**src/core/drc_pkg.sv**
```systemverilog
// constants, register map and state type of the device reset control
package drc_pkg;

  ////////////////////////////////////////////////////////////////////////////
  // register indices, byte address is four times the index
  localparam logic [5:0] IDX_IFCFG0 = 6'h00;
  localparam logic [5:0] IDX_IFCFG1 = 6'h01;
  localparam logic [5:0] IDX_PWRDN = 6'h02;
  localparam logic [5:0] IDX_STATUS = 6'h04;

  // field positions
  localparam int SOFT_RST_BIT = 0;
  localparam int STAT_READY_BIT = 0;
  localparam int STAT_PD_BIT = 1;

  // values after reset
  localparam logic [7:0] IFCFG0_RST = 8'h00;
  localparam logic [7:0] IFCFG1_RST = 8'h00;
  localparam logic [7:0] PWRDN_RST = 8'hFF;

  ////////////////////////////////////////////////////////////////////////////
  // timing
  localparam int SYS_CLK_HZ = 25_000_000;
  localparam int SYS_CLK_PERIOD_NS = 1_000_000_000 / SYS_CLK_HZ;
  localparam int POR_WAIT_US = 250;
  localparam int HW_WAIT_US = 250;
  localparam int HW_LOW_NS = 20;
  localparam int SW_WAIT_NS = 100;
  localparam int POR_WAIT_CYC_DEF =
    (POR_WAIT_US * 1000 + SYS_CLK_PERIOD_NS - 1) / SYS_CLK_PERIOD_NS;
  localparam int HW_WAIT_CYC_DEF =
    (HW_WAIT_US * 1000 + SYS_CLK_PERIOD_NS - 1) / SYS_CLK_PERIOD_NS;
  localparam int HW_LOW_CYC_RAW =
    (HW_LOW_NS + SYS_CLK_PERIOD_NS - 1) / SYS_CLK_PERIOD_NS;
  localparam int HW_LOW_CYC = (HW_LOW_CYC_RAW < 1) ? 1 : HW_LOW_CYC_RAW;
  localparam int SW_WAIT_CYC_RAW =
    (SW_WAIT_NS + SYS_CLK_PERIOD_NS - 1) / SYS_CLK_PERIOD_NS;
  localparam int SW_WAIT_CYC = (SW_WAIT_CYC_RAW < 1) ? 1 : SW_WAIT_CYC_RAW;

  // counter widths
  localparam int WAIT_CNT_W = 16;
  localparam int LOW_CNT_W = 4;

  ////////////////////////////////////////////////////////////////////////////
  // reset sequencing states
  typedef enum logic [1:0] {
    ST_HOLD = 2'b00,
    ST_WAIT = 2'b01,
    ST_READY = 2'b11,
    ST_SOFT = 2'b10
  } drc_state_t;

endpackage

```
**src/core/drc_top.sv**
```systemverilog
// device reset control: reset sources, post-reset waits, register file
////////////////////////////////////////////////////////////////////////////
module drc_top
  import drc_pkg::*;
#(
  parameter int POR_WAIT_CYC = POR_WAIT_CYC_DEF,
  parameter int HW_WAIT_CYC = HW_WAIT_CYC_DEF
) (
  // clock and reset
  input wire logic sys_clk,
  input wire logic resetn,
  // hardware reset pin
  input wire logic hw_reset_n,
  // avalon-mm slave
  input wire logic [7:0] address,
  input wire logic read,
  input wire logic write,
  input wire logic [3:0] byteenable,
  input wire logic [31:0] writedata,
  output logic [31:0] readdata,
  output logic waitrequest,
  // device status
  output logic [7:0] power_down_control,
  output logic dev_ready
);

  ////////////////////////////////////////////////////////////////////////////
  // declarations
  drc_state_t state;
  drc_state_t next_state;
  logic pin_meta;
  logic pin_sync;
  logic next_pin_meta;
  logic next_pin_sync;
  logic [LOW_CNT_W-1:0] low_cnt;
  logic [LOW_CNT_W-1:0] next_low_cnt;
  logic hold_req;
  logic timer_load;
  logic [WAIT_CNT_W-1:0] timer_val;
  logic [WAIT_CNT_W-1:0] wait_cnt;
  logic [7:0] interface_config_0;
  logic [7:0] interface_config_1;
  logic [7:0] next_ifcfg0;
  logic [7:0] next_ifcfg1;
  logic [7:0] next_pwrdn;
  logic [31:0] next_readdata;
  logic [31:0] rd_value;
  logic next_waitrequest;
  logic next_dev_ready;
  logic wr_commit;
  logic soft_commit;

  function automatic logic idx_hit(input logic [7:0] addr,
                                   input logic [5:0] idx);
    idx_hit = (addr[1:0] == 2'b00) && (addr[7:2] == idx);
  endfunction

  ////////////////////////////////////////////////////////////////////////////
  // reset pin synchroniser and low-time filter
  always_comb begin
    next_pin_meta = hw_reset_n;
    next_pin_sync = pin_meta;
    next_low_cnt = low_cnt;
    if (pin_sync) begin
      next_low_cnt = '0;
    end else if (low_cnt != {LOW_CNT_W{1'b1}}) begin
      next_low_cnt = low_cnt + 1'b1;
    end
  end

  assign hold_req = !pin_sync &&
    (low_cnt >= LOW_CNT_W'(HW_LOW_CYC - 1));

  always_ff @(posedge sys_clk or negedge resetn) begin
    if (!resetn) begin
      pin_meta <= 1'b1;
      pin_sync <= 1'b1;
      low_cnt <= '0;
    end else begin
      pin_meta <= next_pin_meta;
      pin_sync <= next_pin_sync;
      low_cnt <= next_low_cnt;
    end
  end

  ////////////////////////////////////////////////////////////////////////////
  // reset sequencing
  always_comb begin
    next_state = state;
    timer_load = 1'b0;
    timer_val = WAIT_CNT_W'(SW_WAIT_CYC);
    if (hold_req) begin
      next_state = ST_HOLD;
      timer_load = 1'b1;
      timer_val = WAIT_CNT_W'(HW_WAIT_CYC);
    end else begin
      case (state)
        ST_HOLD: begin
          timer_load = 1'b1;
          timer_val = WAIT_CNT_W'(HW_WAIT_CYC);
          if (pin_sync) begin
            next_state = ST_WAIT;
          end
        end
        ST_WAIT: begin
          if (wait_cnt == '0) begin
            next_state = ST_READY;
          end
        end
        ST_READY: begin
          if (soft_commit) begin
            next_state = ST_SOFT;
            timer_load = 1'b1;
            timer_val = WAIT_CNT_W'(SW_WAIT_CYC);
          end
        end
        ST_SOFT: begin
          if (wait_cnt == '0) begin
            next_state = ST_READY;
          end
        end
        default: begin
          next_state = ST_WAIT;
          timer_load = 1'b1;
          timer_val = WAIT_CNT_W'(HW_WAIT_CYC);
        end
      endcase
    end
    next_dev_ready = (next_state == ST_READY);
  end

  always_ff @(posedge sys_clk or negedge resetn) begin
    if (!resetn) begin
      state <= ST_WAIT;
      dev_ready <= 1'b0;
    end else begin
      state <= next_state;
      dev_ready <= next_dev_ready;
    end
  end

  drc_wait_timer #(
    .CNT_W(WAIT_CNT_W),
    .RST_VAL(WAIT_CNT_W'(POR_WAIT_CYC))
  ) u_wait_timer (
    .sys_clk(sys_clk),
    .resetn(resetn),
    .load(timer_load),
    .load_val(timer_val),
    .count(wait_cnt)
  );

  ////////////////////////////////////////////////////////////////////////////
  // avalon-mm slave
  assign wr_commit = write && !waitrequest && byteenable[0];
  assign soft_commit = wr_commit && idx_hit(address, IDX_IFCFG0) &&
    writedata[SOFT_RST_BIT];

  always_comb begin
    rd_value = '0;
    if (idx_hit(address, IDX_IFCFG0)) begin
      rd_value[7:0] = interface_config_0;
    end else if (idx_hit(address, IDX_IFCFG1)) begin
      rd_value[7:0] = interface_config_1;
    end else if (idx_hit(address, IDX_PWRDN)) begin
      rd_value[7:0] = power_down_control;
    end else if (idx_hit(address, IDX_STATUS)) begin
      rd_value[STAT_READY_BIT] = dev_ready;
      rd_value[STAT_PD_BIT] = |power_down_control;
    end
    next_waitrequest = 1'b1;
    next_readdata = readdata;
    if (state == ST_READY && !hold_req && waitrequest &&
        (read ^ write)) begin
      next_waitrequest = 1'b0;
      next_readdata = rd_value;
    end
  end

  always_ff @(posedge sys_clk or negedge resetn) begin
    if (!resetn) begin
      waitrequest <= 1'b1;
      readdata <= '0;
    end else begin
      waitrequest <= next_waitrequest;
      readdata <= next_readdata;
    end
  end

  ////////////////////////////////////////////////////////////////////////////
  // register file
  always_comb begin
    next_ifcfg0 = interface_config_0;
    next_ifcfg1 = interface_config_1;
    next_pwrdn = power_down_control;
    if (hold_req || state == ST_HOLD) begin
      next_ifcfg0 = IFCFG0_RST;
      next_ifcfg1 = IFCFG1_RST;
      next_pwrdn = PWRDN_RST;
    end else if (wr_commit) begin
      if (idx_hit(address, IDX_IFCFG0)) begin
        next_ifcfg0 = writedata[7:0];
        next_ifcfg0[SOFT_RST_BIT] = 1'b0;
      end
      if (idx_hit(address, IDX_IFCFG1)) begin
        next_ifcfg1 = writedata[7:0];
      end
      if (idx_hit(address, IDX_PWRDN)) begin
        next_pwrdn = writedata[7:0];
      end
      if (soft_commit) begin
        next_pwrdn = PWRDN_RST;
      end
    end
  end

  always_ff @(posedge sys_clk or negedge resetn) begin
    if (!resetn) begin
      interface_config_0 <= IFCFG0_RST;
      interface_config_1 <= IFCFG1_RST;
      power_down_control <= PWRDN_RST;
    end else begin
      interface_config_0 <= next_ifcfg0;
      interface_config_1 <= next_ifcfg1;
      power_down_control <= next_pwrdn;
    end
  end
endmodule

```
**src/core/drc_wait_timer.sv**
```systemverilog
// down counter that times the post-reset waits
module drc_wait_timer #(
  parameter int CNT_W = 16,
  parameter logic [CNT_W-1:0] RST_VAL = '0
) (
  // clock and reset
  input wire logic sys_clk,
  input wire logic resetn,
  // load
  input wire logic load,
  input wire logic [CNT_W-1:0] load_val,
  // state
  output logic [CNT_W-1:0] count
);

  logic [CNT_W-1:0] next_count;

  ////////////////////////////////////////////////////////////////////////////
  // count down to zero, reload on request
  always_comb begin
    next_count = count;
    if (load) begin
      next_count = load_val;
    end else if (count != '0) begin
      next_count = count - 1'b1;
    end
  end

  always_ff @(posedge sys_clk or negedge resetn) begin
    if (!resetn) begin
      count <= RST_VAL;
    end else begin
      count <= next_count;
    end
  end

endmodule

```
**config.mk**
```make
export PLATFORM = sky130hd
export DESIGN_NAME = drc_top
export DESIGN_NICKNAME = d
export VERILOG_FILES = /design/src/core/drc_pkg.sv /design/src/core/drc_top.sv /design/src/core/drc_wait_timer.sv
export SDC_FILE = /design/constraint.sdc
export NUM_CORES = 1
export LEC_CHECK = 0
export BUFFER_PORTS_ARGS = -buffer_cell sky130_fd_sc_hd__buf_4
export CORE_MARGIN = 2
export CORE_UTILIZATION = 25
export CTS_CLUSTER_SIZE = 20
export DETAILED_ROUTE_END_ITERATION = 6
export HOLD_SLACK_MARGIN = 0.03
export SYNTH_ARGS = -nofsm -noshare
export SYNTH_HDL_FRONTEND = slang
export SYNTH_HIERARCHICAL = 1
export SYNTH_SLANG_ARGS = --single-unit
```
**constraint.sdc**
```tcl
create_clock -name sys_clk -period 5.5 [get_ports sys_clk]
set_clock_uncertainty 0.1 [all_clocks]
set_input_delay 0.55 -clock sys_clk [delete_from_list [all_inputs] [get_ports sys_clk]]
set_output_delay 0.55 -clock sys_clk [all_outputs]
set_load 0.02 [all_outputs]
```
# == Word level (Yosys, flattened, before mapping) ==
# Index checks and enable logic that the tools add are counted.
# word_totals
regBits,58
inputBits,49
out_inout_bits,42
wordCells,85
# op_classes
add_sub_neg,2
n_lt_le_gt_ge,1
eq_ne,8
n_mux,30
n_bitwise,1
n_reduce_logical,32
# ops
cell,n
$mux 8,12
$mux 16,2
$mux 13,2
$logic_not 16->1,1
$reduce_bool 16->1,1
$sub 16x1->16 const B,1
$logic_and 1x1->1,12
$mux 2,6
$reduce_bool 2->1,5
$mux 4,2
$reduce_or 8->1,1
$eq 2x2->1 const B,3
$eq 6x1->1 const B,1
$eq 6x2->1 const B,1
$eq 6x3->1 const B,1
$logic_not 6->1,1
$mux 6,1
$pmux 2 s3,1
$reduce_and 2->1,3
$add 4x1->4 const B,1
$ge 4x1->1 const B,1
$logic_not 2->1,2
$ne 4x4->1 const B,1
$logic_not 1->1,3
7 further kinds,9

# == Depth between registers and ports, before layout ==
# Gate-level depths: netlist of the first run.
# depth
ltp_word,9
mapped_depth,8
depth_no_buf,8

# == Modules after synthesis ==
# The synthesis of the first run kept the hierarchy.
# by_module_without_submodules
mod,instances,cells_per_inst,area_per_inst_um2,seq_area_each_um2
drc_top,1,212,2028.2,940.9
drc_wait_timer,1,101,935.9,407.9

# == Worst setup path after synthesis of the first run ==
# OpenSTA, ideal clock, no wires.
# synth_path
path_type,input to register
from,in address[7]
to,reg u_wait_timer.count[13]
setup_time_ns,0.136
arrival_ns,2.204
t_required_ns,5.264
slack_ns,3.060
cell_stages,7
path_buffers,1
cell_sequence,nor4_4 > nand3_2 > o311ai_0 > inv_1 > clkbuf_1 > o21ai_0 > a21oi_1
# synth_between
elab_chain_cells,8
elab_cells_between_ends,9
classes_between,mux: 4; reduce/logical: 5
# synth_rtl
element,line,source
"start, declared",drc_top.sv:15,"input wire logic [7:0] address,"
$logic_not 6->1 (*),drc_top.sv:55,idx_hit = (addr[1:0] == 2'b00) && (addr[7:2] == idx);
$logic_and 1x1->1 (*),drc_top.sv:55,
$logic_and 1x1->1 (*) (2 in a row),drc_top.sv:156,"assign soft_commit = wr_commit && idx_hit(address, IDX_IFCFG0) &&"
$mux 1 (*),drc_top.sv:111,if (soft_commit) begin
$pmux 1 s2 (*),drc_top.sv:97,case (state)
$mux 1 (*),drc_top.sv:92,if (hold_req) begin
named net timer_load,drc_top.sv:38,logic timer_load;
$mux 16 or $reduce_bool 2->1 (tied branches),--,
"end signal, assigned",drc_wait_timer.sv:33,count <= next_count;
"end, declared",drc_wait_timer.sv:13,output logic [CNT_W-1:0] count
# Mark *: on every way through the listed nets, which the timed path passes. The rest lies on a longest branch.
# A chain may end at the register's enable or synchronous reset.

# == Worst setup path in the final report of the first run ==
# layout_path
from,reg state[1]
to,reg power_down_control[7]
# layout_between
elab_chain_cells,4
elab_cells_between_ends,6
classes_between,mux: 1; reduce/logical: 5
# layout_rtl
element,line,source
"start, declared",drc_top.sv:29,drc_state_t state;
"start signal, assigned",drc_top.sv:137,state <= next_state;
$logic_not 2->1 (*),drc_top.sv:196,if (hold_req || state == ST_HOLD) begin
$logic_or 1x1->1 (*),drc_top.sv:196,
$reduce_bool 3->1 (no line) or $reduce_bool 2->1 (tied branches),--,
$reduce_and 2->1 (no line),--,
"end signal, assigned",drc_top.sv:225,power_down_control <= next_pwrdn;
"end, declared",drc_top.sv:23,"output logic [7:0] power_down_control,"
# Every way passes the cells marked *; elsewhere a longest branch is shown, timed or not.

==> impl_metrics.csv, run 1 <==
group,metric,value,unit
power,power,0.851,mW
route,wl_per_cell,12.9,um
synth,syn_area_per_cell,9.47,sq um
placed_design,dp_hpwl,4570,um
synth,synth_area,2960,sq um
run_status,status,"finished, violations left",
clock_tree,cts.path.max_buffers,2,
sta,hold_violations,0,
die,core-area,11500,sq um
route,drcViolationCount,8,
worst_setup_path,critPathCaptureType,"flip-flop",
route,drt-total-wl,6470,um
placed_design,io_buffers,39,
worst_setup_path,slowest_delay,720,ps
sta,worst_pin_slew,761,ps
clock_tree,cts_resized,0,
finish,drive_above_1_share,22.1,%
synth,synthMuxAreaShare,3.12,%
route,first_pass_iters,6,
die,num_rows,39,
grt,grt.overflow.total,0,
worst_setup_path,crit_type,"flip-flop to flip-flop",
synth,synthAdderAreaFrac,1.27,%
hold_path,hp-class,"input pin to async pin",
sta,finalCritPeriodShare,47.3,%
grt,grt_usage,10.2,%
run_status,failed_checks,"DRC",
power,power.density,244,nW/um^2
worst_setup_path,worstPathMaxFanout,26,
synth,yosys-top-cells-area,"dfrtp_1 (30%), dfstp_2 (16%), buf_4 (6.1%)",
worst_setup_path,arrival,2730,ps
synth,synth_seq_cells,53,
finish,area_growth_syn_to_layout,17.8,%
finish,fin_nets,409,
finish,multi_input_area,1480,sq um
sta,final.min_clock_period,2600,ps
grt,grt_pass1_vias,2211,
sta,fmax,385,MHz
grt,grt_max_degree,54,
worst_setup_path,cp_cell_sequence,"inv_1, ha_1, nand2b_1, clkinv_1, nand3_1, o22a_1",
placed_design,dpl_cell_area,3350,sq um
synth,netlist-cell-type-count,52,
route,routed_via_density,4.66,
sta,rsz0062_at_grt,"no",
finish,stdcell_area,3490,sq um
sta,setup_viol,0,
placed_design,place_congestion,0.749,
sta,slew_violations,0,
worst_setup_path,cp-start-kind,"flip-flop",
synth,yosys_warnings,6,
clock_tree,clk_pin_slew_worst_paths,70,ps
run,drv_cap,0,
die,die_y,113,um
route,via_count,2337,
grt,antenna_found_initial,0,
synth,synth_edf_count,0,
power,p_leak,1.45,nW
die,die_w,113,um
clock_tree,post_cts_buffers,0,
clock_tree,worstSkewPairLatency,290,ps
worst_setup_path,cp.required,5630,ps
sta,hold_ws,182,ps
synth,synth_compound_area_share,17.3,%
clock_tree,cts_buffers,5,
worst_setup_path,crit_path_top_delay_cell,"clkinv_1",
synth,yosys.area.top_type,"dfrtp_1",
placed_design,pre_cts_ws,2830,ps
die,initial_core_util,25.7,%
die,ioPinCount,91,
route,drt_iter0_drc,149,
clock_tree,cts_tree,"yes",
synth,synth_flop_cell,"dfrtp_1",
synth,ys_seq_area_share,45.5,%
synth,netlist.area_leader.share,29.5,%
synth,synthXorXnorAreaFrac,2.07,%
clock_tree,clock-sinks,53,
finish,ff_latch_area,1350,sq um
grt,grt_pass1_wl,10700,um
sta,setup_tns,0,ps
route,antenna_left,0,
synth,syn_inst,313,
clock_tree,root_buffer,"clkbuf_16",
sta,relSlewSlack,48.9,%
clock_tree,hold_buffers,0,
finish,n_fill_cell,1190,
synth,synth_top_family_by_area,"simple AND/OR/NAND/NOR gates",
synth,yosysMostFrequentCell,"dfrtp_1",
finish,antenna_cells,0,
die,dieArea,12700,sq um
power,vdd_drop_max,0.108,mV
synth,synthArstFlopShare,100,%
synth,synth-simple-area-share,21.7,%
clock_tree,htreeDepth,2,
sta,setup_slack,2900,ps
synth,synthTopCellsByCount,"dfrtp_1 (35), nand2_1 (30), buf_4 (24)",
state kept, by name, summed over array words and instances, names as in the netlist, 2 cells and up:
| signal | cells |
|---|---|
| u_wait_timer/count | 16 |
| interface_config_1 | 8 |
| power_down_control | 8 |
| readdata | 8 |
| interface_config_0 | 7 |
| state | 2 |
worst paths after layout:
check	endpoint	cells after the start	slack, ps	startpoint
worst max register to register	power_down_control[7]$_DFFE_PN1P_	6	2900	state[1]$_DFF_PN0_
worst min register to register	pin_sync$_DFF_PN1_	0	260	next_pin_sync$_DFF_PN1_
min in group sys_clk	pin_sync$_DFF_PN1_	0	260	next_pin_sync$_DFF_PN1_
worst max-delay path	power_down_control[7]$_DFFE_PN1P_	6	2900	state[1]$_DFF_PN0_
max in group asynchronous	interface_config_0[5]$_DFFE_PN0P_	1	4640	resetn
worst min-delay path	u_wait_timer/count[15]$_DFFE_PN0P_	1	180	resetn
layer usage:
layer | global-route usage, % | vias to the layer above | routed length, um
li1 | - | 1157 | -
met3 | 2.41 | 4 | 354
met4 | 2.44 | 0 | 32
met5 | 0 | - | 0
met1 | 12.8 | 1113 | 2930
met2 | 17.8 | 63 | 3150
critical path, delay by kind of cell, from the launching register on:
family                   cells  cell delay [ps]
AND/OR/NAND/NOR              2              880
buffers and inverters        2              790
flip-flops                   1              410
AO/OA/AOI/OAI                1              190
adder cells (fa/ha/maj)      1              180
layout by cell type (no fill, tap or decap), types with 5 or more instances in the layout:
cell	Yosys	final
clkbuf_16	0	5
dfrtp_1	35	35
inv_1	8	8
buf_4	24	40
dfstp_2	18	18
o21ai_0	18	18
o21ai_1	14	14
nand3_1	20	20
nor2_1	18	18
nand2_1	30	30
mux2i_1	7	7
o22a_1	7	7
nor4_1	9	9
a21oi_1	17	17
nand2b_1	5	5
o21a_1	5	5
o31ai_1	9	9
conb_1	2	34
through the flow:
| step | utilization, % | std cells |
|---|---|---|
| detailed placement | 29.1 | 493 |
| global placement | 29.1 | 493 |
| floorplan | - | 345 |
| CTS | 30.3 | 501 |
| global route | 30.3 | 501 |
| finish | 30.3 | 501 |
area by class of cell:
| class | count | share of cell area [%] |
|---|---|---|
| clock buffers | 5 | 3.58 |
| clock inverters | 3 | 0.609 |
| inverters | 9 | 0.967 |
| multi-input cells | 248 | 42.5 |
| flip-flops and latches | 53 | 38.6 |
| well taps | 143 | 5.12 |
| repair buffers | 40 | 8.60 |
report_power, final:
group | switching [mW] | internal, mW
logic | 0.0682 | 0.0381
clock network | 0.145 | 0.170
registers | 0.0193 | 0.411
total | 0.233 | 0.619
logic make-up after synthesis:
kind of cell	after synthesis
AO/OA/AOI/OAI	81
XOR/XNOR	7
adder cells (fa/ha/maj)	3
buffers and inverters	44
flip-flops	53
multiplexers	9
other	2
AND/OR/NAND/NOR	114
Power figures use the tool's default switching activity.
==> inputs of run 2 (changes only) <==
clock period = 2.72 ns   (was 5.5 ns; I/O delays follow)
==> run 2 against run 1 <==
  * The flow still finishes with violations (DRC)
  * First-iteration DRC count down 16%
  * Worst setup slack got worse by 2600 ps
  * Routed wire length is 2.9% higher
  * Count of clock-buffer cells in the layout is 1 higher
  * Cell area is 1.5% higher
  * Via count increased by 1.8%
  * Flip-flop and latch count did not move
  * Critical endpoint is now u_wait_timer/count[1]$_DFFE_PN1P_
==> impl_metrics.csv, run 2 (same netlist as run 1, synthesis figures left out) <==
group,metric,value,unit
route,routed_via_density,4.69,
die,ioPinCount,91,
clock_tree,cts.path.max_buffers,2,
run_status,status,"finished, violations left",
die,dieArea,12700,sq um
worst_setup_path,arrival,2500,ps
route,drcViolationCount,8,
finish,final_cell_mix,"buf_4 (45), dfrtp_1 (35), conb_1 (34)",
finish,antenna_cells,0,
hold_path,hp-class,"input pin to flip-flop",
power,power.density,486,nW/um^2
sta,fmax,421,MHz
worst_setup_path,worst_r2r_endpoint,"u_wait_timer/count[1]$_DFFE_PN1P_",
worst_setup_path,worstPathMaxFanout,8,
worst_setup_path,crit_type,"flip-flop to flip-flop",
die,initial_core_util,25.7,%
sta,hold_ws,128,ps
finish,area_growth_syn_to_layout,19.6,%
finish,stdcell_area,3550,sq um
worst_setup_path,cp-start-kind,"flip-flop",
sta,relSlewSlack,55.1,%
finish,largest_reg_flops,16,
worst_setup_path,worstSetupStartpoint,"u_wait_timer/count[10]$_DFFE_PN0P_",
run,drv_cap,0,
clock_tree,root_buffer,"clkbuf_16",
grt,grt_pass1_wl,11000,um
worst_setup_path,critPathCaptureType,"flip-flop",
sta,final.min_clock_period,2370,ps
run_status,failed_checks,"DRC",
sta,setup_viol,0,
grt,antenna_found_initial,0,
route,via_count,2380,
sta,hold_violations,0,
power,vdd_drop_max,0.251,mV
die,die_y,113,um
die,num_rows,39,
clock_tree,clock-sinks,53,
sta,worst_pin_slew,673,ps
worst_setup_path,reg2reg_slack,350,ps
worst_setup_path,cp.required,2840,ps
worst_setup_path,worstRegToRegCells,5,
route,wl_per_cell,13.1,um
placed_design,place_congestion,0.805,
finish,drive_above_1_share,22.7,%
sta,slew_violations,0,
route,first_pass_iters,6,
placed_design,dpl_cell_area,3380,sq um
grt,grt_max_degree,54,
route,antenna_left,0,
placed_design,io_buffers,39,
finish,registers.top_by_ff_count,"u_wait_timer/count",
placed_design,dp_hpwl,4780,um
clock_tree,post_cts_buffers,0,
grt,grt_usage,10.6,%
finish,fin_nets,416,
sta,finalCritPeriodShare,87.2,%
route,drt_iter0_drc,125,
finish,fin_util,30.8,%
sta,setup_tns,0,ps
grt,grt_pass1_vias,2322,
grt,grt.overflow.total,0,
clock_tree,worstSkewPairLatency,290,ps
clock_tree,clk_pin_slew_worst_paths,70,ps
worst_setup_path,cp-endpoint,"u_wait_timer/count[1]$_DFFE_PN1P_",
finish,mostFrequentLayoutCell,"buf_4",
power,p_leak,1.49,nW
route,drt-total-wl,6660,um
worst_setup_path,r2r_start,"u_wait_timer/count[10]$_DFFE_PN0P_",
clock_tree,htreeDepth,2,
clock_tree,cts_tree,"yes",
die,die_w,113,um
sta,rsz0062_at_grt,"no",
die,core-area,11500,sq um
clock_tree,cts_buffers,5,
==> run 2: layout make-up <==
cell class | instances | area (sq um)
Fill cell | 1184 | 7970
Multi-Input combinational cell | 248 | 1480
Clock buffer | 6 | 129
Inverter | 9 | 33.8
Timing Repair Buffer | 47 | 358
Clock inverter | 2 | 13.8
Tap cell | 143 | 179
Sequential cell | 53 | 1350
==> run 2: what timing repair did <==
item,4_1_cts,5_1_grt
hold endpoints to repair,36,0
gates resized for setup,0,0
hold buffers,2,0
==> run 2: metal layers <==
layer | vias to the layer above | global-route usage [%] | wire (um)
li1 | 1183 | - | -
met1 | 1105 | 13.0 | 2830
met2 | 82 | 17.7 | 3250
met3 | 10 | 3.16 | 444
met4 | 0 | 4.15 | 125
met5 | - | 0 | 0
==> run 2: worst min path at each step <==
stage,from,endpoint,slack (ps),cells past startpoint
after floorplan,resetn,dev_ready$_DFF_PN0_,-120,0
after global placement,resetn,u_wait_timer/count[15]$_DFFE_PN0P_,250,1
after detailed placement,next_pin_sync$_DFF_PN1_,pin_sync$_DFF_PN1_,250,0
after CTS,writedata[5],power_down_control[5]$_DFFE_PN1P_,120,2
after global routing,writedata[4],power_down_control[4]$_DFFE_PN1P_,120,2
final,writedata[4],power_down_control[4]$_DFFE_PN1P_,130,2
==> run 2: critical path: stages (launching register included) <==
cell,delay [ps]
dfrtp_1,450
or4_4,540
or4_4,550
nor2_8,200
mux2_1,330
o21ai_1,120
==> run 2: report_power, final <==
group | switching [mW] | internal [mW] | total (mW)
Combinational | 0.138 | 0.0816 | 0.220
Clock | 0.289 | 0.344 | 0.633
Sequential | 0.0410 | 0.830 | 0.871
==> run 2: through the flow <==
step           instances  power (mW)  setup WS, ps
2_1_floorplan        345        1.04           393
3_3_place_gp         498        1.10           399
3_5_place_dp         498        1.10           365
4_1_cts              508        1.74           350
5_1_grt              508        1.81           252
6_report             508        1.72           347
==> inputs of run 3 (changes only) <==
ABC_AREA = 1   (was not set)
PLACE_DENSITY = 0.51   (was not set)
==> run 3 against run 2 <==
  * Synthesized area grew 15%
  * The flow now finishes without violations
  * Total power grew 13%
  * Utilization shrank 0.56 points
==> impl_metrics.csv, run 3 <==
group,metric,value,unit
run_status,status,"finished, final reports clean",
finish,mostFrequentLayoutCell,"nand2_1",
run,drv_cap,0,
die,num_rows,42,
finish,registers.top_by_ff_count,"u_wait_timer/count",
clock_tree,hold_buffers,2,
sta,slew_violations,0,
grt,antenna_found_initial,0,
clock_tree,cts_buffers,5,
clock_tree,clk_pin_slew_worst_paths,80,ps
synth,syn_inst,466,
finish,fin_nets,571,
synth,syn_area_per_cell,7.30,sq um
route,via_count,2849,
clock_tree,cts_resized,0,
synth,synth_edf_count,0,
worst_setup_path,slowest_delay,550,ps
worst_setup_path,cp-start-kind,"flip-flop",
sta,relSlewSlack,53.5,%
finish,final_cell_mix,"nand2_1 (155), nor2_1 (61), buf_4 (44)",
clock_tree,cts_tree,"yes",
power,vdd_drop_max,0.180,mV
grt,grt_max_degree,54,
route,drcViolationCount,0,
die,initial_core_util,25.7,%
sta,setup_slack,556,ps
power,p_switching,0.609,mW
worst_setup_path,critPathCaptureType,"flip-flop",
synth,yosysMostFrequentCell,"nand2_1",
worst_setup_path,critPathBufInv,5,
route,wl_per_cell,11.2,um
power,power.share.clock,33.4,%
sta,setup_viol,0,
power,power.density,488,nW/um^2
route,routed_via_density,4.09,
power,p_int,1.35,mW
synth,netlist.area_leader.share,25.8,%
placed_design,dp_hpwl,5840,um
placed_design,dpl_cell_area,3830,sq um
die,core-area,13200,sq um
placed_design,place_inst,686,
synth,netlist-cell-type-count,31,
sta,rsz0062_at_grt,"no",
synth,yosys_warnings,6,
power,p_leak,1.98,nW
worst_setup_path,crit_top_cell,"inv_1",
grt,grt_pass1_wl,13400,um
worst_setup_path,worstPathMaxFanout,24,
placed_design,place_congestion,0.774,
placed_design,pre_cts_ws,547,ps
grt,grt.overflow.total,0,
synth,synthTopCellsByCount,"nand2_1 (155), nor2_1 (61), inv_1 (42)",
finish,area_growth_syn_to_layout,17.8,%
power,power_frac_seq,47.7,%
finish,drive_above_1_share,24.4,%
power,p_comb_share,18.9,%
route,first_pass_iters,4,
synth,synth_seq_cells,53,
clock_tree,worstSkewPairLatency,290,ps
clock_tree,cts.path.max_buffers,2,
synth,yosys.area.top_type,"dfrtp_1",
worst_setup_path,crit_type,"flip-flop to flip-flop",
sta,hold_violations,0,
die,dieArea,14500,sq um
clock_tree,htreeDepth,2,
die,die_w,121,um
clock_tree,clock-sinks,53,
sta,final.min_clock_period,2160,ps
sta,worst_pin_slew,698,ps
worst_setup_path,crit_path_top_delay_cell,"dfstp_2",
worst_setup_path,cp.required,2810,ps
clock_tree,post_cts_buffers,0,
synth,ys_seq_area_share,39.7,%
worst_setup_path,arrival,2260,ps
placed_design,io_buffers,39,
finish,final_cells,696,
synth,synth_flop_cell,"dfrtp_1",
sta,finalCritPeriodShare,79.5,%
worst_setup_path,cp_cell_sequence,"inv_1, ha_1, nor2_4, a22oi_1, inv_1, buf_4, nand2_1, nor2_1, nand3_4, nand2_1, inv_1, nand2_1, inv_1",
finish,largest_reg_flops,16,
worst_setup_path,cp_top_family,"simple AND/OR/NAND/NOR gates",
finish,antenna_cells,0,
die,ioPinCount,91,
grt,grt_usage,11.3,%
synth,synthArstFlopShare,100,%
grt,grt_pass1_vias,2772,
synth,synth_area,3400,sq um
route,antenna_left,0,
hold_path,hp-class,"input pin to flip-flop",
die,die_y,121,um
power,sw_frac_of_total,31.2,%
clock_tree,root_buffer,"clkbuf_16",
route,drt-total-wl,7780,um
route,drt_iter0_drc,221,
finish,stdcell_area,4000,sq um
sta,setup_tns,0,ps
sta,fmax,462,MHz
synth,yosys-top-cells-area,"dfrtp_1 (26%), nand2_1 (17%), dfstp_2 (14%)",
[run 3: changes by cell type in the layout (fill, tap and decap cells not counted), sizes merged, moves of 6 or more]
cell / delta
nand2: +130
o31ai: -10
o22a: -7
inv: +39
mux2i: -7
nor2: +60
nand3: +16
or2: +6
nor4: -11
a21oi: -9
or4: -6
[run 3: worst paths after layout]
check | startpoint | to | slack, ps | depth (start not counted)
max | state[0]$_DFF_PN1_ | u_wait_timer/count[14]$_DFFE_PN0P_ | 560 | 13
min | writedata[0] | interface_config_1[0]$_DFFE_PN0P_ | 150 | 3
max reg2reg | state[0]$_DFF_PN1_ | u_wait_timer/count[14]$_DFFE_PN0P_ | 560 | 13
min reg2reg | next_pin_sync$_DFF_PN1_ | pin_sync$_DFF_PN1_ | 260 | 0
max in group asynchronous | resetn | readdata[3]$_DFFE_PN0P_ | 1590 | 2
min in group asynchronous | resetn | u_wait_timer/count[15]$_DFFE_PN0P_ | 460 | 2
[run 3: cell type report]
class                           count  area, sq um
Tap cell                          176          220
Inverter                           47          176
Clock buffer                        5          125
Clock inverter                      3         25.0
Timing Repair Buffer               46          350
Sequential cell                    53         1350
Fill cell                        1452         9240
Multi-Input combinational cell    366         1760
[run 3: worst reg2reg max path, delay by kind of cell, from the launching register on]
kind                     cells  cell delay [ps]
AO/OA/AOI/OAI                1               80
adder cells (fa/ha/maj)      1              230
buffers and inverters        5              440
flip-flops                   1              550
AND/OR/NAND/NOR              6              660
[run 3: logic make-up (layout without fill, tap and decap cells)]
family          Yosys count  in the layout  synth area share [%]
simple gates            289            289                  38.8
buf+inv                  79            101                  12.1
flops                    53             53                  39.7
compound gates           39             39                  7.77
fa+ha+maj                 3              3                  1.10
other cells               2             34                 0.221
xor+xnor                  1              1                 0.258
[run 3: stage by stage]
step	total power [mW]	utilization, %	hold WS (ps)
floorplan	1.22	-	-124
global placement	1.31	28.9	248
global route	2.08	30.2	149
finish	1.95	30.2	155
detailed placement	1.32	28.9	247
CTS	1.99	30.2	151
[run 3: routing by layer]
layer	GRT usage, %	vias up	wire, um
met5	0	-	0
met4	2.62	0	77
met3	1.93	7	314
met2	19.7	58	3790
met1	14.4	1282	3590
li1	-	1502	-
[run 3: power by group through the flow]
stage	clock network, mW	registers, mW	logic, mW
after floorplan	0	0.948	0.267
after global placement	0	0.944	0.365
after detailed placement	0	0.945	0.373
after CTS	0.686	0.931	0.376
after global routing	0.715	0.942	0.424
final	0.653	0.932	0.370
